## config.mk

```make
export PLATFORM = sky130hd
export DESIGN_NAME = teach_ctrl
export DESIGN_NICKNAME = d
export VERILOG_FILES = /design/src/logic/teach_pkg.sv /design/src/logic/led_flash.sv /design/src/logic/teach_ctrl.sv
export SDC_FILE = /design/constraint.sdc
export NUM_CORES = 1
export LEC_CHECK = 0
export BUFFER_PORTS_ARGS = -buffer_cell sky130_fd_sc_hd__buf_2
export CELL_PAD_IN_SITES_DETAIL_PLACEMENT = 1
export CELL_PAD_IN_SITES_GLOBAL_PLACEMENT = 1
export CORE_AREA = 5 5 148 150
export CTS_BUF_LIST = sky130_fd_sc_hd__clkbuf_16
export CTS_CLUSTER_DIAMETER = 50
export DETAILED_ROUTE_END_ITERATION = 10
export DIE_AREA = 0 0 153 155
export PLACE_DENSITY = 0.8
export SETUP_SLACK_MARGIN = 0.05
export SLEW_MARGIN = 20
export SYNTH_ARGS = -nofsm -noshare
export SYNTH_HDL_FRONTEND = slang
export SYNTH_SLANG_ARGS = --single-unit
```

## constraint.sdc

```tcl
create_clock -name CLK -period 2.7 [get_ports CLK]
set_clock_uncertainty 0.05 [all_clocks]
set_input_delay 0.135 -clock CLK [delete_from_list [all_inputs] [get_ports CLK]]
set_output_delay 0.135 -clock CLK [all_outputs]
set_load 0.01 [all_outputs]
```

## src/logic/teach_pkg.sv

```systemverilog
// Constants and types shared by the actuator teach-in controller files
package teach_pkg;

  // ****************************************************************
  // Time base
  // ****************************************************************
  localparam int CLK_MHZ     = 50;                  // 50 MHz, 20 ns period
  localparam int TICK_US     = 1000;                // One time base tick per 1 ms
  localparam int TICK_CYC    = CLK_MHZ * TICK_US;   // Clocks per tick
  localparam int STANDBY_MS  = 180000;              // Teach-in standby window, 3 min
  localparam int TEACH_MS    = 30000;               // Least dwell of actuator, 30 s
  localparam int OFF_MIN_MS  = 3000;                // Least supply-off time, 3 s
  localparam int RIDE_MS     = 5;                   // Supply gap ridden through, 5 ms
  localparam int SELFTEST_MS = 10;                  // Self-test duration after power-up
  localparam int PULSE_US    = 350;                 // Longest output test pulse, 0.35 ms
  localparam int PULSE_CYC   = CLK_MHZ * PULSE_US;  // Longest pulse in clocks, exactly 17500
  localparam int TPERIOD_MS  = 100;                 // Spacing of test pulses
  localparam int TPERIOD_CYC = TPERIOD_MS * TICK_CYC;

  // ****************************************************************
  // LED timing
  // ****************************************************************
  localparam int FLASH_MS  = 200;   // One on or off slot of a burst
  localparam int GAP_SLOTS = 4;     // Dark slots between bursts
  localparam int HALF_1HZ  = 500;   // Half period of the 1 Hz flash

  // ****************************************************************
  // Widths and codes
  // ****************************************************************
  localparam int DIV_W  = 16;
  localparam int TMR_W  = 18;
  localparam int OFF_W  = 12;
  localparam int LOW_W  = 4;
  localparam int PCNT_W = 23;
  localparam int CODE_W = 16;

  localparam logic [2:0] ERR_TEACH    = 3'h1;  // Actuator left or changed during teach
  localparam logic [2:0] ERR_READ     = 3'h3;  // Read error
  localparam logic [2:0] ERR_DISABLED = 3'h5;  // Disabled actuator seen
  localparam logic [2:0] FLASH_ONE    = 3'h1;
  localparam logic [2:0] FLASH_THREE  = 3'h3;

  typedef enum logic [2:0] {
    ST_OFF,
    ST_SELFTEST,
    ST_STANDBY,
    ST_TEACH,
    ST_ACK,
    ST_ERR,
    ST_NORMAL,
    ST_FAULT
  } state_t;

endpackage

```

## src/logic/led_flash.sv

```systemverilog
// Burst and 1 Hz flash pattern generator for the indicator LEDs
`timescale 1ns/10ps
`default_nettype none

module led_flash (
  // Clock and reset
  input  wire  logic       clk,
  input  wire  logic       rst_n,
  // Time base and pattern select
  input  wire  logic       tick,
  input  wire  logic [2:0] flashes,
  // Patterns
  output var   logic       burst,
  output var   logic       square
);

  typedef struct packed {
    logic [8:0] slot_ms;
    logic [3:0] slot;
    logic [8:0] sq_ms;
    logic       burst;
    logic       square;
  } flash_t;

  flash_t s;
  flash_t n;

  // ****************************************************************
  // Pattern sequencing
  // ****************************************************************
  // Bursts are 2*flashes slots long, then a dark gap so counts are legible
  always_comb begin
    n = s;
    if (tick) begin
      if (s.slot_ms >= 9'(teach_pkg::FLASH_MS - 1)) begin
        n.slot_ms = '0;
        if (s.slot >= 4'({flashes, 1'b0}) + 4'(teach_pkg::GAP_SLOTS - 1)) begin
          n.slot = '0;
        end else begin
          n.slot = s.slot + 1'b1;
        end
      end else begin
        n.slot_ms = s.slot_ms + 1'b1;
      end
      if (s.sq_ms >= 9'(teach_pkg::HALF_1HZ - 1)) begin
        n.sq_ms  = '0;
        n.square = ~s.square;
      end else begin
        n.sq_ms = s.sq_ms + 1'b1;
      end
    end
    n.burst = (s.slot < 4'({flashes, 1'b0})) && !s.slot[0];
  end

  // State register
  always_ff @(posedge clk) begin
    if (!rst_n) begin
      s <= '0;
    end else begin
      s <= n;
    end
  end

  assign burst  = s.burst;
  assign square = s.square;

endmodule // led_flash

`default_nettype wire

```

## src/logic/teach_ctrl.sv

```systemverilog
// Actuator teach-in, code history and safety output control of an interlock switch
`timescale 1ns/10ps
`default_nettype none

module teach_ctrl #(
  parameter int                            CODE_W      = teach_pkg::CODE_W,
  parameter logic [teach_pkg::DIV_W-1:0]   TICK_CYC    = teach_pkg::DIV_W'(teach_pkg::TICK_CYC),
  parameter logic [teach_pkg::TMR_W-1:0]   STANDBY_MS  = teach_pkg::TMR_W'(teach_pkg::STANDBY_MS),
  parameter logic [teach_pkg::TMR_W-1:0]   TEACH_MS    = teach_pkg::TMR_W'(teach_pkg::TEACH_MS),
  parameter logic [teach_pkg::PCNT_W-1:0]  PULSE_CYC   = teach_pkg::PCNT_W'(teach_pkg::PULSE_CYC),
  parameter logic [teach_pkg::PCNT_W-1:0]  TPERIOD_CYC = teach_pkg::PCNT_W'(teach_pkg::TPERIOD_CYC)
) (
  // Clock and power-on reset
  input  wire  logic              CLK,
  input  wire  logic              RST_N,
  // Pins from supply and sensing head
  input  wire  logic              SUPPLY_VOLTAGE_INPUT,
  input  wire  logic              ACT_PRESENT,
  input  wire  logic              ACT_INSERTED,
  input  wire  logic [CODE_W-1:0] ACT_CODE,
  input  wire  logic              INTERNAL_FAULT,
  input  wire  logic              ACT_READ_FAULT,
  // Safety and monitoring outputs
  output var   logic              SAFETY_OUTPUT_CH1,
  output var   logic              SAFETY_OUTPUT_CH2,
  output var   logic              DOOR_POSITION_OUTPUT,
  output var   logic              DIAG_MONITOR_OUTPUT,
  // Indicator LEDs
  output var   logic              STATUS_LED,
  output var   logic              RED_FAULT_LED
);

  localparam int PIN_W = CODE_W + 5;

  // ****************************************************************
  // State
  // ****************************************************************
  typedef struct packed {
    logic [PIN_W-1:0]                 sync1;
    logic [PIN_W-1:0]                 sync2;
    teach_pkg::state_t                st;
    logic [teach_pkg::DIV_W-1:0]      div;
    logic                             tick;
    logic [teach_pkg::TMR_W-1:0]      ms;
    logic [teach_pkg::LOW_W-1:0]      low_ms;
    logic [teach_pkg::OFF_W-1:0]      off_ms;
    logic [teach_pkg::PCNT_W-1:0]     pcnt;
    logic                             learned;
    logic [CODE_W-1:0]                active;
    logic                             dis_valid;
    logic [CODE_W-1:0]                disabled;
    logic                             pend_valid;
    logic [CODE_W-1:0]                pending;
    logic [CODE_W-1:0]                cand;
    logic [2:0]                       err_code;
    logic                             ch1;
    logic                             ch2;
    logic                             door;
    logic                             diag;
    logic                             green;
    logic                             red;
  } ctrl_t;

  ctrl_t s;
  ctrl_t n;

  logic              supply_s;
  logic              present_s;
  logic              inserted_s;
  logic              fault_s;
  logic              rdfault_s;
  logic [CODE_W-1:0] code_s;
  logic              lost;
  logic              permitted;
  logic [2:0]        flash_n;
  logic              burst;
  logic              square;

  // Synchronised pins, only the second stage is read
  assign {supply_s, present_s, inserted_s, fault_s, rdfault_s, code_s} = s.sync2;

  // Supply counts as lost only after the ride-through gap has passed
  assign lost = !supply_s && (s.low_ms > teach_pkg::LOW_W'(teach_pkg::RIDE_MS));

  // Newest learned code only; disabled and pending codes never qualify
  assign permitted = (s.st == teach_pkg::ST_NORMAL) && present_s && inserted_s
                     && s.learned && (code_s == s.active);

  // Flash count for the green LED bursts
  assign flash_n = (s.st == teach_pkg::ST_STANDBY) ? teach_pkg::FLASH_THREE :
                   (s.st == teach_pkg::ST_ERR)     ? s.err_code :
                                                     teach_pkg::FLASH_ONE;

  // ****************************************************************
  // Pattern generator
  // ****************************************************************
  led_flash u_flash (
    .clk     (CLK),
    .rst_n   (RST_N),
    .tick    (s.tick),
    .flashes (flash_n),
    .burst   (burst),
    .square  (square)
  );

  // ****************************************************************
  // Next state
  // ****************************************************************
  always_comb begin
    n       = s;
    n.sync1 = {SUPPLY_VOLTAGE_INPUT, ACT_PRESENT, ACT_INSERTED, INTERNAL_FAULT,
               ACT_READ_FAULT, ACT_CODE};
    n.sync2 = s.sync1;

    // Single time base, every timer below except the test pulse counter runs on its tick
    n.tick = 1'b0;
    if (s.div >= TICK_CYC - 1'b1) begin
      n.div  = '0;
      n.tick = 1'b1;
    end else begin
      n.div = s.div + 1'b1;
    end
    if (s.tick && (s.ms != '1)) begin
      n.ms = s.ms + 1'b1;
    end

    // Test pulse period counter runs free
    if (s.pcnt >= TPERIOD_CYC - 1'b1) begin
      n.pcnt = '0;
    end else begin
      n.pcnt = s.pcnt + 1'b1;
    end

    // Supply gap counter, saturates just above the ride-through limit
    if (supply_s) begin
      n.low_ms = '0;
    end else if (s.tick && !lost) begin
      n.low_ms = s.low_ms + 1'b1;
    end

    // Main sequence
    case (s.st)
      teach_pkg::ST_OFF: begin
        if (s.tick && (s.off_ms < teach_pkg::OFF_W'(teach_pkg::OFF_MIN_MS))) begin
          n.off_ms = s.off_ms + 1'b1;
        end
        if (supply_s) begin
          // A short dip leaves the taught code pending for the next cycle
          if ((s.off_ms >= teach_pkg::OFF_W'(teach_pkg::OFF_MIN_MS)) && s.pend_valid) begin
            n.active     = s.pending;
            n.learned    = 1'b1;
            n.pend_valid = 1'b0;
          end
          n.st = teach_pkg::ST_SELFTEST;
          n.ms = '0;
        end
      end
      teach_pkg::ST_SELFTEST: begin
        if (s.ms >= teach_pkg::TMR_W'(teach_pkg::SELFTEST_MS)) begin
          n.st = teach_pkg::ST_STANDBY;
          n.ms = '0;
        end
      end
      teach_pkg::ST_STANDBY: begin
        if (present_s && s.learned && (code_s == s.active)) begin
          n.st = teach_pkg::ST_NORMAL;
        end else if (present_s && s.dis_valid && (code_s == s.disabled)) begin
          n.st       = teach_pkg::ST_ERR;
          n.err_code = teach_pkg::ERR_DISABLED;
        end else if (present_s) begin
          // Also taken straight after self-test when the guard is already shut
          n.st   = teach_pkg::ST_TEACH;
          n.cand = code_s;
          n.ms   = '0;
        end else if (s.learned && (s.ms >= STANDBY_MS)) begin
          n.st = teach_pkg::ST_NORMAL;
        end
        // Unlearned devices have no exit but a taught actuator
      end
      teach_pkg::ST_TEACH: begin
        if (!present_s || (code_s != s.cand)) begin
          n.st       = teach_pkg::ST_ERR;
          n.err_code = teach_pkg::ERR_TEACH;
        end else if (rdfault_s) begin
          n.st       = teach_pkg::ST_ERR;
          n.err_code = teach_pkg::ERR_READ;
        end else if (s.ms > TEACH_MS) begin
          // Strictly above, a partial first tick must not shorten the dwell
          // Shift the history: one disabled slot, so the oldest code drops out
          n.st         = teach_pkg::ST_ACK;
          n.dis_valid  = s.pend_valid || s.learned;
          n.disabled   = s.pend_valid ? s.pending : s.active;
          n.pending    = s.cand;
          n.pend_valid = 1'b1;
          // No teach counter exists, teach-in may repeat without end
        end
      end
      teach_pkg::ST_NORMAL: begin
        if (present_s && rdfault_s) begin
          n.st       = teach_pkg::ST_ERR;
          n.err_code = teach_pkg::ERR_READ;
        end else if (present_s && s.dis_valid && (code_s == s.disabled)) begin
          n.st       = teach_pkg::ST_ERR;
          n.err_code = teach_pkg::ERR_DISABLED;
        end
      end
      default: begin
        // Acknowledge, error and fault hold until the supply is cycled
      end
    endcase

    // Faults win over any teach step, supply loss wins over all
    if ((s.st != teach_pkg::ST_OFF) && fault_s) begin
      n.st = teach_pkg::ST_FAULT;
    end
    if ((s.st != teach_pkg::ST_OFF) && lost) begin
      n.st     = teach_pkg::ST_OFF;
      n.off_ms = '0;
    end

    // Outputs, staggered off pulses so channels never test together
    n.ch1  = permitted && (s.pcnt >= PULSE_CYC);
    n.ch2  = permitted && ((s.pcnt < (TPERIOD_CYC >> 1))
                           || (s.pcnt >= (TPERIOD_CYC >> 1) + PULSE_CYC));
    n.door = inserted_s && (s.st != teach_pkg::ST_OFF)
             && (s.st != teach_pkg::ST_FAULT);

    // Indicator patterns
    case (s.st)
      teach_pkg::ST_STANDBY: begin
        n.green = burst;
        n.red   = 1'b0;
      end
      teach_pkg::ST_TEACH: begin
        n.green = square;
        n.red   = 1'b0;
      end
      teach_pkg::ST_ACK: begin
        n.green = square;
        n.red   = !square;
      end
      teach_pkg::ST_ERR: begin
        n.green = burst;
        n.red   = 1'b1;
      end
      teach_pkg::ST_NORMAL: begin
        n.green = inserted_s ? 1'b1 : burst;
        n.red   = 1'b0;
      end
      teach_pkg::ST_FAULT: begin
        n.green = 1'b0;
        n.red   = 1'b1;
      end
      default: begin
        n.green = 1'b0;
        n.red   = 1'b0;
      end
    endcase
    n.diag = n.red;
  end

  // ****************************************************************
  // State register
  // ****************************************************************
  // Reset is the factory state: nothing learned, supply taken as off
  always_ff @(posedge CLK) begin
    if (!RST_N) begin
      s <= '0;
    end else begin
      s <= n;
    end
  end

  assign SAFETY_OUTPUT_CH1    = s.ch1;
  assign SAFETY_OUTPUT_CH2    = s.ch2;
  assign DOOR_POSITION_OUTPUT = s.door;
  assign DIAG_MONITOR_OUTPUT  = s.diag;
  assign STATUS_LED           = s.green;
  assign RED_FAULT_LED        = s.red;
endmodule // teach_ctrl

`default_nettype wire

```

==> flow_metrics.py, run 1 <==
metrics = {
    "die": {
        "die_w_um": 153,
        "die_h_um": 155,
        "design.die.area_um2": 23700,
        "start_util_pct": 46.6,
        "num_rows": 53,
        "coreArea_um2": 20600,
        "io_pins": 29,
    },
    "global_route": {
        "gr-total-overflow": 0,
        "grt_usage_pct": 19.4,
        "grt_pass1_wl_mm": 39.2,
        "grt_max_degree": 52,
        "grt_pass1_vias": 7953,
        "antenna_found_initial": 0,
    },
    "hold_path": {
        "hp-class": "input pin to register",
    },
    "place": {
        "gp_congestion": 0.844,
        "io_buffers": 28,
        "hpwl_mm": 15.1,
        "dpl-instance-area_um2": 10100,
    },
    "logic_synthesis": {
        "synth_area_um2": 9590,
        "ys_ff_latch": 218,
        "syn_area_per_cell_um2": 8.91,
        "ys_warn_count": 0,
        "yosysMostFrequentCell": "dfxtp_1",
        "ys_top_cells_by_count": "dfxtp_1 (218), nor2_1 (213), mux2i_1 (66)",
        "synth_top_cell_by_area": "dfxtp_1",
        "netlist_instances": 1076,
        "synth_edf_count": 0,
        "ys_top_cells_by_area": "dfxtp_1 (46%), nor2_1 (8.3%), mux2i_1 (6.9%)",
        "syn_nets": 1119,
        "synth_ff_type": "dfxtp_1",
        "synth_cell_type_count": 60,
        "seq_area_frac_synth_pct": 45.5,
        "synthArstFlopShare_pct": 0,
        "synth_top_area_share_pct": 45.5,
    },
    "cts": {
        "clkSinkCount": 218,
        "cts_tree": "built",
        "cts_max_level": 1,
        "numCtsBuffers": 27,
        "clock_path_buffers": 3,
        "root_buffer": "clkbuf_16",
        "clock_latency_ns": 0.54,
        "path_clk_slew_ns": 0.06,
    },
    "routing": {
        "drtIter0Drc": 248,
        "viasPerCell": 5.33,
        "routedWlPerCell_um": 16.4,
        "wirelength_mm": 23.3,
        "first_pass_iters": 4,
        "num_vias": 7564,
        "ant_nets": 0,
        "drc_errors": 0,
    },
    "finish": {
        "final_nets": 1169,
        "drive_above_1_share_pct": 9.08,
        "fin_area_um2": 11200,
        "fillers": 2375,
        "area_growth_pct": 16.4,
        "final_util_pct": 54.3,
        "n_antenna_cell": 0,
    },
    "setup_path": {
        "cp_max_fo": 7,
        "crit_path_end_kind": "register",
        "path_cells": "xor2_1 -> nor4_1 -> nand2_1 -> or4_4 -> a21o_1 -> or4b_1 -> a21oi_1",
        "crit_slowest_cell": "or4b_1",
        "crit_arrival_ns": 2.90,
        "max_stage_delay_ns": 0.54,
        "worstSetupStartpointType": "register",
        "path_class": "register to register",
        "cp.required_ns": 3.10,
    },
    "power": {
        "switching_share_pct": 24.4,
        "p_per_area_nw_per_um2": 653,
        "power_frac_comb_pct": 7.7,
        "cell_internal_pwr_mw": 5.51,
        "finalPower_mw": 7.28,
        "pwr-share-clk_pct": 46.8,
        "p_leak_nw": 4.47,
        "seqPwrFrac_pct": 45.5,
        "p_switching_mw": 1.77,
        "max-vdd-ir-drop_v": 0.000457,
    },
    "sta": {
        "slew-limit-headroom_pct": 56.6,
        "timing.fmax_mhz": 400,
        "setup_violations": 0,
        "tns_ns": 0,
        "period_needed_ns": 2.50,
        "fin_crit_sh_pct": 92.7,
        "worstMarginPinSlew_ns": 0.651,
        "finalMaxSlewViolations": 0,
        "grt_setup_unrepaired": "yes",
        "hold_violations": 0,
    },
    "run_status": {
        "outcome": "finished, final reports clean",
    },
    "job": {
        "cap_viol_max_count": 0,
    },
}
area by class of cell:
cell class,count,area [um^2],area share [%]
multi-input cells,786,4960,44.5
flip-flops and latches,218,4370,39.1
clock buffers,27,676,6.06
repair buffers,73,564,5.06
well taps,275,344,3.08
clock inverters,21,170,1.53
inverters,20,75.1,0.673
state kept, by name (all words and copies together), names as in the netlist:
register / cells
u_flash.burst: 1
RED_FAULT_LED: 1
code_s: 16
u_flash.s: 22
STATUS_LED: 1
DOOR_POSITION_OUTPUT: 1
present_s: 1
fault_s: 1
rdfault_s: 1
inserted_s: 1
u_flash.square: 1
SAFETY_OUTPUT_CH1: 1
s: 148
n: 21
SAFETY_OUTPUT_CH2: 1
final timing paths:
check                                     startpoint  slack, ns              endpoint  cells after the start
worst min-delay path                           RST_N       0.04     n[171]$_SDFF_PN0_                      2
worst max-delay path            code_s[7]$_SDFF_PN0_       0.20   s[152]$_SDFFE_PP0P_                      7
worst max register to register  code_s[7]$_SDFF_PN0_       0.20   s[152]$_SDFFE_PP0P_                      7
worst min register to register     n[161]$_SDFF_PN0_       0.38  code_s[8]$_SDFF_PN0_                      1
metal layers:
| layer | vias to the layer above | routed length, um | global-route usage, % |
|---|---|---|---|
| li1 | 3758 | - | - |
| met1 | 3648 | 10800 | 24.6 |
| met2 | 112 | 11100 | 33.8 |
| met3 | 46 | 781 | 3.17 |
| met4 | 0 | 531 | 6.19 |
| met5 | - | 0 | 0 |
per-stage QoR:
stage | cells | worst slack, ns | hold slack (ns)
2_1_floorplan | 1076 | 0.267 | 0.212
3_3_place_gp | 1349 | 0.188 | 0.290
3_5_place_dp | 1349 | 0.152 | 0.296
4_1_cts | 1418 | 0.152 | 0.0173
5_1_grt | 1420 | 0.0243 | 0.0357
6_report | 1420 | 0.197 | 0.0394
power by group through the flow:
stage          clock (mW)  combinational (mW)  sequential, mW
6_report             3.41               0.558            3.32
5_1_grt              3.63               0.621            3.32
4_1_cts              3.49               0.550            3.31
3_5_place_dp            0               0.517            3.38
3_3_place_gp            0               0.503            3.38
2_1_floorplan           0               0.348            3.37
repair_timing:
item,in CTS,in global routing
endpoints found under the setup margin,1,7
buffers inserted,0,1
hold buffers,21,0
gates resized for setup,1,6
cloned,0,1
endpoints found under the hold margin,21,0
pin swaps,0,1
logic make-up after synthesis:
| family | count (synthesis) | synth area share, % |
|---|---|---|
| and+or+nand+nor | 471 | 23.6 |
| DFF | 218 | 45.5 |
| xor gates and xnor gates | 127 | 11.6 |
| AOI/OAI and AO/OA | 101 | 6.68 |
| buffers and inverters | 72 | 2.94 |
| muxes | 67 | 7.01 |
| adders and majority gates | 20 | 2.61 |
cell usage in the layout, fill, tap and decap left out, types with 3 or more instances in the layout:
cell	netlist	layout
nor3_1	23	22
inv_6	0	3
clkinv_1	2	7
clkinv_4	0	3
o21ai_0	13	13
nand4b_1	3	3
dlygate4sd3_1	0	21
xor2_1	62	62
a311oi_1	3	3
nor2b_1	5	5
buf_2	6	28
a21o_1	4	4
clkbuf_16	0	28
and2_1	45	45
a21oi_1	39	39
o21ai_1	4	4
o21a_1	3	3
clkinv_2	0	4
dfxtp_1	218	217
nand2b_1	8	8
o2111ai_1	3	3
ha_1	20	20
buf_4	1	21
and4_1	9	9
nor2_1	213	212
mux2i_1	66	66
a211oi_1	5	5
and3_1	19	19
xnor2_1	65	65
nor4_1	14	13
inv_1	17	20
nand2_1	51	51
nand3_1	37	37
or3_1	6	6
a31oi_1	4	4
nand4_1	26	26
critical path: cells and delay by family (launching register included):
kind / cells / cell delay (ns)
simple gates: 4 / 1.42
compound gates: 2 / 0.39
flops: 1 / 0.37
xor+xnor: 1 / 0.18
Power figures use the tool's default switching activity.
==> run 2, diff against run 1 <==
--- a/config.mk
+++ b/config.mk
@@ -13,6 +13,7 @@
 export CTS_CLUSTER_DIAMETER = 50
 export DETAILED_ROUTE_END_ITERATION = 10
 export DIE_AREA = 0 0 153 155
+export MAX_ROUTING_LAYER = met4
 export PLACE_DENSITY = 0.8
 export SETUP_SLACK_MARGIN = 0.05
 export SLEW_MARGIN = 20
==> flow_metrics.py, run 2 (synthesis results as in run 1) <==
metrics = {
    "place": {
        "hpwl_mm": 15.1,
        "gp_congestion": 0.857,
        "dp_cells": 1349,
        "dpl-instance-area_um2": 10100,
        "io_buffers": 28,
    },
    "setup_path": {
        "crit_path_end_kind": "register",
        "worstSetupStartpointType": "register",
        "cp_max_fo": 7,
        "crit_arrival_ns": 2.90,
        "r2r-start": "code_s[2]$_SDFF_PN0_",
        "cp.required_ns": 3.10,
        "path_class": "register to register",
        "worstRegToRegCells": 7,
        "rrSetupSlack_ns": 0.20,
        "r2r-end": "s[152]$_SDFFE_PP0P_",
    },
    "routing": {
        "viasPerCell": 5.33,
        "drc_errors": 0,
        "routedWlPerCell_um": 16.4,
        "num_vias": 7567,
        "first_pass_iters": 4,
        "drtIter0Drc": 253,
        "ant_nets": 0,
        "wirelength_mm": 23.4,
    },
    "hold_path": {
        "hp-start": "RST_N",
        "hp-class": "input pin to register",
        "holdPathEnd": "n[171]$_SDFF_PN0_",
        "min_path_cells": 2,
    },
    "power": {
        "p_leak_nw": 4.47,
        "max-vdd-ir-drop_v": 0.000457,
        "p_per_area_nw_per_um2": 653,
    },
    "sta": {
        "grt_setup_unrepaired": "yes",
        "hold_violations": 0,
        "finalMaxSlewViolations": 0,
        "fin_crit_sh_pct": 92.7,
        "slew-limit-headroom_pct": 57.0,
        "period_needed_ns": 2.50,
        "worstMarginPinSlew_ns": 0.644,
        "setup_violations": 0,
        "timing.fmax_mhz": 399,
        "holdWs_ns": 0.0438,
        "tns_ns": 0,
    },
    "global_route": {
        "grt_pass1_vias": 7943,
        "antenna_found_initial": 0,
        "gr-total-overflow": 0,
        "grt_usage_pct": 20.0,
        "grt_max_degree": 52,
        "grt_pass1_wl_mm": 39.2,
    },
    "run_status": {
        "outcome": "finished, final reports clean",
    },
    "finish": {
        "final_nets": 1169,
        "largest_register_ffs": 148,
        "n_antenna_cell": 0,
        "final_util_pct": 54.3,
        "stdcell_count": 1420,
        "fin_area_um2": 11200,
        "top_register": "s",
        "area_growth_pct": 16.4,
        "drive_above_1_share_pct": 9.08,
        "mostFrequentLayoutCell": "dfxtp_1",
        "final_cell_mix": "dfxtp_1 (217), nor2_1 (212), mux2i_1 (66)",
    },
    "die": {
        "die_w_um": 153,
        "die_h_um": 155,
        "io_pins": 29,
        "start_util_pct": 46.6,
        "num_rows": 53,
        "design.die.area_um2": 23700,
        "coreArea_um2": 20600,
    },
    "cts": {
        "path_clk_slew_ns": 0.06,
        "root_buffer": "clkbuf_16",
        "clock_latency_ns": 0.54,
        "clkSinkCount": 218,
        "numCtsBuffers": 27,
        "cts_tree": "built",
        "clock_path_buffers": 3,
        "cts_max_level": 1,
    },
    "job": {
        "cap_viol_max_count": 0,
    },
}
==> run 2: area by class of cell <==
type | count | area [um^2]
fill | 2375 | 9400
multi-input combinational | 786 | 4960
sequential | 218 | 4370
clock buffer | 27 | 676
timing repair buffer | 73 | 564
tap | 275 | 344
clock inverter | 21 | 170
inverter | 20 | 75.1
==> run 2: repair_timing <==
| action | in CTS | in global routing |
|---|---|---|
| pin swaps | 0 | 1 |
| hold endpoints to repair | 21 | 0 |
| hold buffers | 21 | 0 |
| setup endpoints to repair | 1 | 7 |
| gates resized for setup | 1 | 6 |
| gates cloned | 0 | 1 |
| setup buffers | 0 | 1 |
==> run 2: worst max-delay path by stage <==
stage                         start  slack, ns                    endpoint  depth (start not counted)
5_1_grt           s[115]$_SDFF_PN0_       0.02         s[151]$_SDFFE_PP0P_                          7
3_5_place_dp   code_s[2]$_SDFF_PN0_       0.15         s[152]$_SDFFE_PP0P_                          7
6_report       code_s[2]$_SDFF_PN0_       0.20         s[152]$_SDFFE_PP0P_                          7
2_1_floorplan   s[151]$_SDFFE_PP0P_       0.27  u_flash.s[12]$_SDFFE_PN0P_                         13
3_3_place_gp   code_s[2]$_SDFF_PN0_       0.19         s[152]$_SDFFE_PP0P_                          7
4_1_cts         s[152]$_SDFFE_PP0P_       0.15  u_flash.s[12]$_SDFFE_PN0P_                         12
==> run 2: stage by stage <==
stage | worst slack, ns | total power [mW]
after floorplan | 0.267 | 3.72
after global placement | 0.188 | 3.88
after detailed placement | 0.152 | 3.90
after CTS | 0.152 | 7.36
after global routing | 0.0243 | 7.57
final | 0.196 | 7.28
==> run 2: critical path: stages (launching register included) <==
cell     delay (ns)
dfxtp_1        0.35
xor2_1         0.18
nor4_2         0.30
nand2_1        0.09
or4_4          0.49
a21o_1         0.25
or4b_1         0.54
a21oi_1        0.14
==> run 2: layer usage <==
| layer | vias to the layer above | global-route usage, % | share of wire [%] |
|---|---|---|---|
| met1 | 3671 | 24.8 | 47 |
| li1 | 3758 | - | - |
| met2 | 94 | 33.7 | 48 |
| met5 | - | - | 0 |
| met4 | 0 | 6.19 | 2.2 |
| met3 | 44 | 3.17 | 3.1 |
==> run 2: power by group <==
group | switching, mW | internal [mW] | leakage (nW) | total, mW
sequential | 0.0466 | 3.27 | 1.77 | 3.32
combinational | 0.336 | 0.223 | 2.28 | 0.559
clock | 1.39 | 2.02 | 0.427 | 3.41
total | 1.78 | 5.51 | 4.47 | 7.28
==> run 3, diff against run 2 <==
--- a/config.mk
+++ b/config.mk
@@ -8,13 +8,13 @@
 export BUFFER_PORTS_ARGS = -buffer_cell sky130_fd_sc_hd__buf_2
 export CELL_PAD_IN_SITES_DETAIL_PLACEMENT = 1
 export CELL_PAD_IN_SITES_GLOBAL_PLACEMENT = 1
-export CORE_AREA = 5 5 148 150
+export CORE_AREA = 5 5 164 135
 export CTS_BUF_LIST = sky130_fd_sc_hd__clkbuf_16
 export CTS_CLUSTER_DIAMETER = 50
 export DETAILED_ROUTE_END_ITERATION = 10
-export DIE_AREA = 0 0 153 155
+export DIE_AREA = 0 0 169 140
 export MAX_ROUTING_LAYER = met4
-export PLACE_DENSITY = 0.8
+export PLACE_DENSITY = 0.81
 export SETUP_SLACK_MARGIN = 0.05
 export SLEW_MARGIN = 20
 export SYNTH_ARGS = -nofsm -noshare
==> flow_metrics.py, run 3 (synthesis results as in run 1) <==
metrics = {
    "run_status": {
        "outcome": "finished, final reports clean",
    },
    "setup_path": {
        "cp.required_ns": 3.05,
        "worstSetupStartpointType": "register",
        "cp_max_fo": 51,
        "crit_arrival_ns": 2.90,
        "path_class": "register to register",
        "crit_path_end_kind": "register",
    },
    "sta": {
        "worstMarginPinSlew_ns": 0.608,
        "finalMaxSlewViolations": 0,
        "grt_setup_unrepaired": "yes",
        "slew-limit-headroom_pct": 59.1,
        "hold_violations": 0,
        "fin_crit_sh_pct": 94.3,
        "period_needed_ns": 2.55,
        "tns_ns": 0,
        "setup_violations": 0,
        "timing.fmax_mhz": 393,
    },
    "finish": {
        "top_register": "s",
        "stdcell_count": 1413,
        "final_nets": 1172,
        "final_util_pct": 54.6,
        "mostFrequentLayoutCell": "dfxtp_1",
        "multiInputGateArea_um2": 4980,
        "area_growth_pct": 15.5,
        "n_antenna_cell": 0,
        "final_cell_mix": "dfxtp_1 (218), nor2_1 (212), mux2i_1 (66)",
        "regArea_um2": 4360,
        "drive_above_1_share_pct": 8.74,
        "largest_register_ffs": 148,
        "fillers": 2335,
    },
    "routing": {
        "num_vias": 7596,
        "ant_nets": 0,
        "first_pass_iters": 5,
        "viasPerCell": 5.38,
        "wirelength_mm": 24.2,
        "drtIter0Drc": 373,
        "routedWlPerCell_um": 17.1,
        "drc_errors": 0,
    },
    "cts": {
        "root_buffer": "clkbuf_16",
        "numCtsBuffers": 24,
        "clock_latency_ns": 0.54,
        "cts_max_level": 1,
        "clkSinkCount": 218,
        "clock_path_buffers": 3,
        "cts_tree": "built",
        "cts_setup_buffers": 0,
        "path_clk_slew_ns": 0.07,
    },
    "place": {
        "hpwl_mm": 15.8,
        "gp_congestion": 0.824,
        "dp_cells": 1350,
        "io_buffers": 28,
    },
    "die": {
        "start_util_pct": 47.2,
        "die_h_um": 140,
        "design.die.area_um2": 23700,
        "num_rows": 47,
        "die_w_um": 169,
        "io_pins": 29,
        "coreArea_um2": 20300,
    },
    "power": {
        "p_leak_nw": 4.45,
        "p_per_area_nw_per_um2": 624,
        "max-vdd-ir-drop_v": 0.000487,
        "finalPower_mw": 6.90,
    },
    "global_route": {
        "antenna_found_initial": 0,
        "grt_usage_pct": 21.1,
        "grt_pass1_wl_mm": 40.9,
        "grt_pass1_vias": 7990,
        "gr-total-overflow": 0,
        "grt_max_degree": 52,
    },
    "job": {
        "cap_viol_max_count": 0,
    },
    "hold_path": {
        "hp-class": "input pin to register",
    },
}
run 3: changes by cell type in the layout (fill, tap and decap cells not counted), sizes merged:
cell,change
buf,+6
clkbuf,-4
clkinv,-4
inv,+2
bufinv,-1
clkinvlp,-1
dlygate4sd3,+1
run 3: cell type report:
type / count / share of cell area, %
Tap cell: 269 / 3.04
Sequential cell: 218 / 39.4
Timing Repair Buffer: 79 / 5.45
Multi-Input combinational cell: 786 / 45.0
Clock inverter: 17 / 1.03
Clock buffer: 24 / 5.42
Inverter: 20 / 0.678
run 3: path summary, 6_finish.rpt:
kind | startpoint | to | slack, ns | cells past startpoint
max | s[118]$_SDFF_PN0_ | s[27]$_SDFFE_PN0P_ | 0.15 | 7
min | ACT_CODE[10] | n[163]$_SDFF_PN0_ | 0.30 | 3
max reg2reg | s[118]$_SDFF_PN0_ | s[27]$_SDFFE_PN0P_ | 0.15 | 7
min reg2reg | n[157]$_SDFF_PN0_ | code_s[4]$_SDFF_PN0_ | 0.39 | 1
run 3: critical path, stage by stage (launching register included):
cell and delay (ns):
dfxtp_1 0.39, or4_1 0.54, a211oi_1 0.30, o21ai_0 0.23, nand4b_1 0.19, buf_12 0.28
mux2i_1 0.29, nor2_1 0.13
run 3: layer usage:
| metal | vias to the layer above | wire length [um] | track usage, % |
|---|---|---|---|
| li1 | 3760 | - | - |
| met2 | 128 | 11200 | 34.0 |
| met5 | - | 0 | - |
| met4 | 0 | 657 | 5.76 |
| met3 | 47 | 777 | 2.56 |
| met1 | 3661 | 11600 | 28.2 |
run 3: through the flow:
stage	setup WS, ns	instance area (um^2)	hold slack [ns]
after CTS	0.128	11000	0.278
final	0.153	11100	0.303
after global routing	0.0420	11100	0.304
after detailed placement	-0.00737	10100	0.296
after floorplan	0.267	9590	0.212
after global placement	0.138	10100	0.290
run 3: where the power goes:
part	internal, mW	switching (mW)	total, mW	leakage [nW]
combinational	0.235	0.346	0.581	2.31
clock	1.71	1.30	3.00	0.378
sequential	3.27	0.0505	3.32	1.77
run 3: repair_timing:
action / in CTS / in global routing
endpoints found under the setup margin: 11 / 25
gates resized for setup: 2 / 6
hold buffers: 22 / 0
endpoints found under the hold margin: 23 / 0
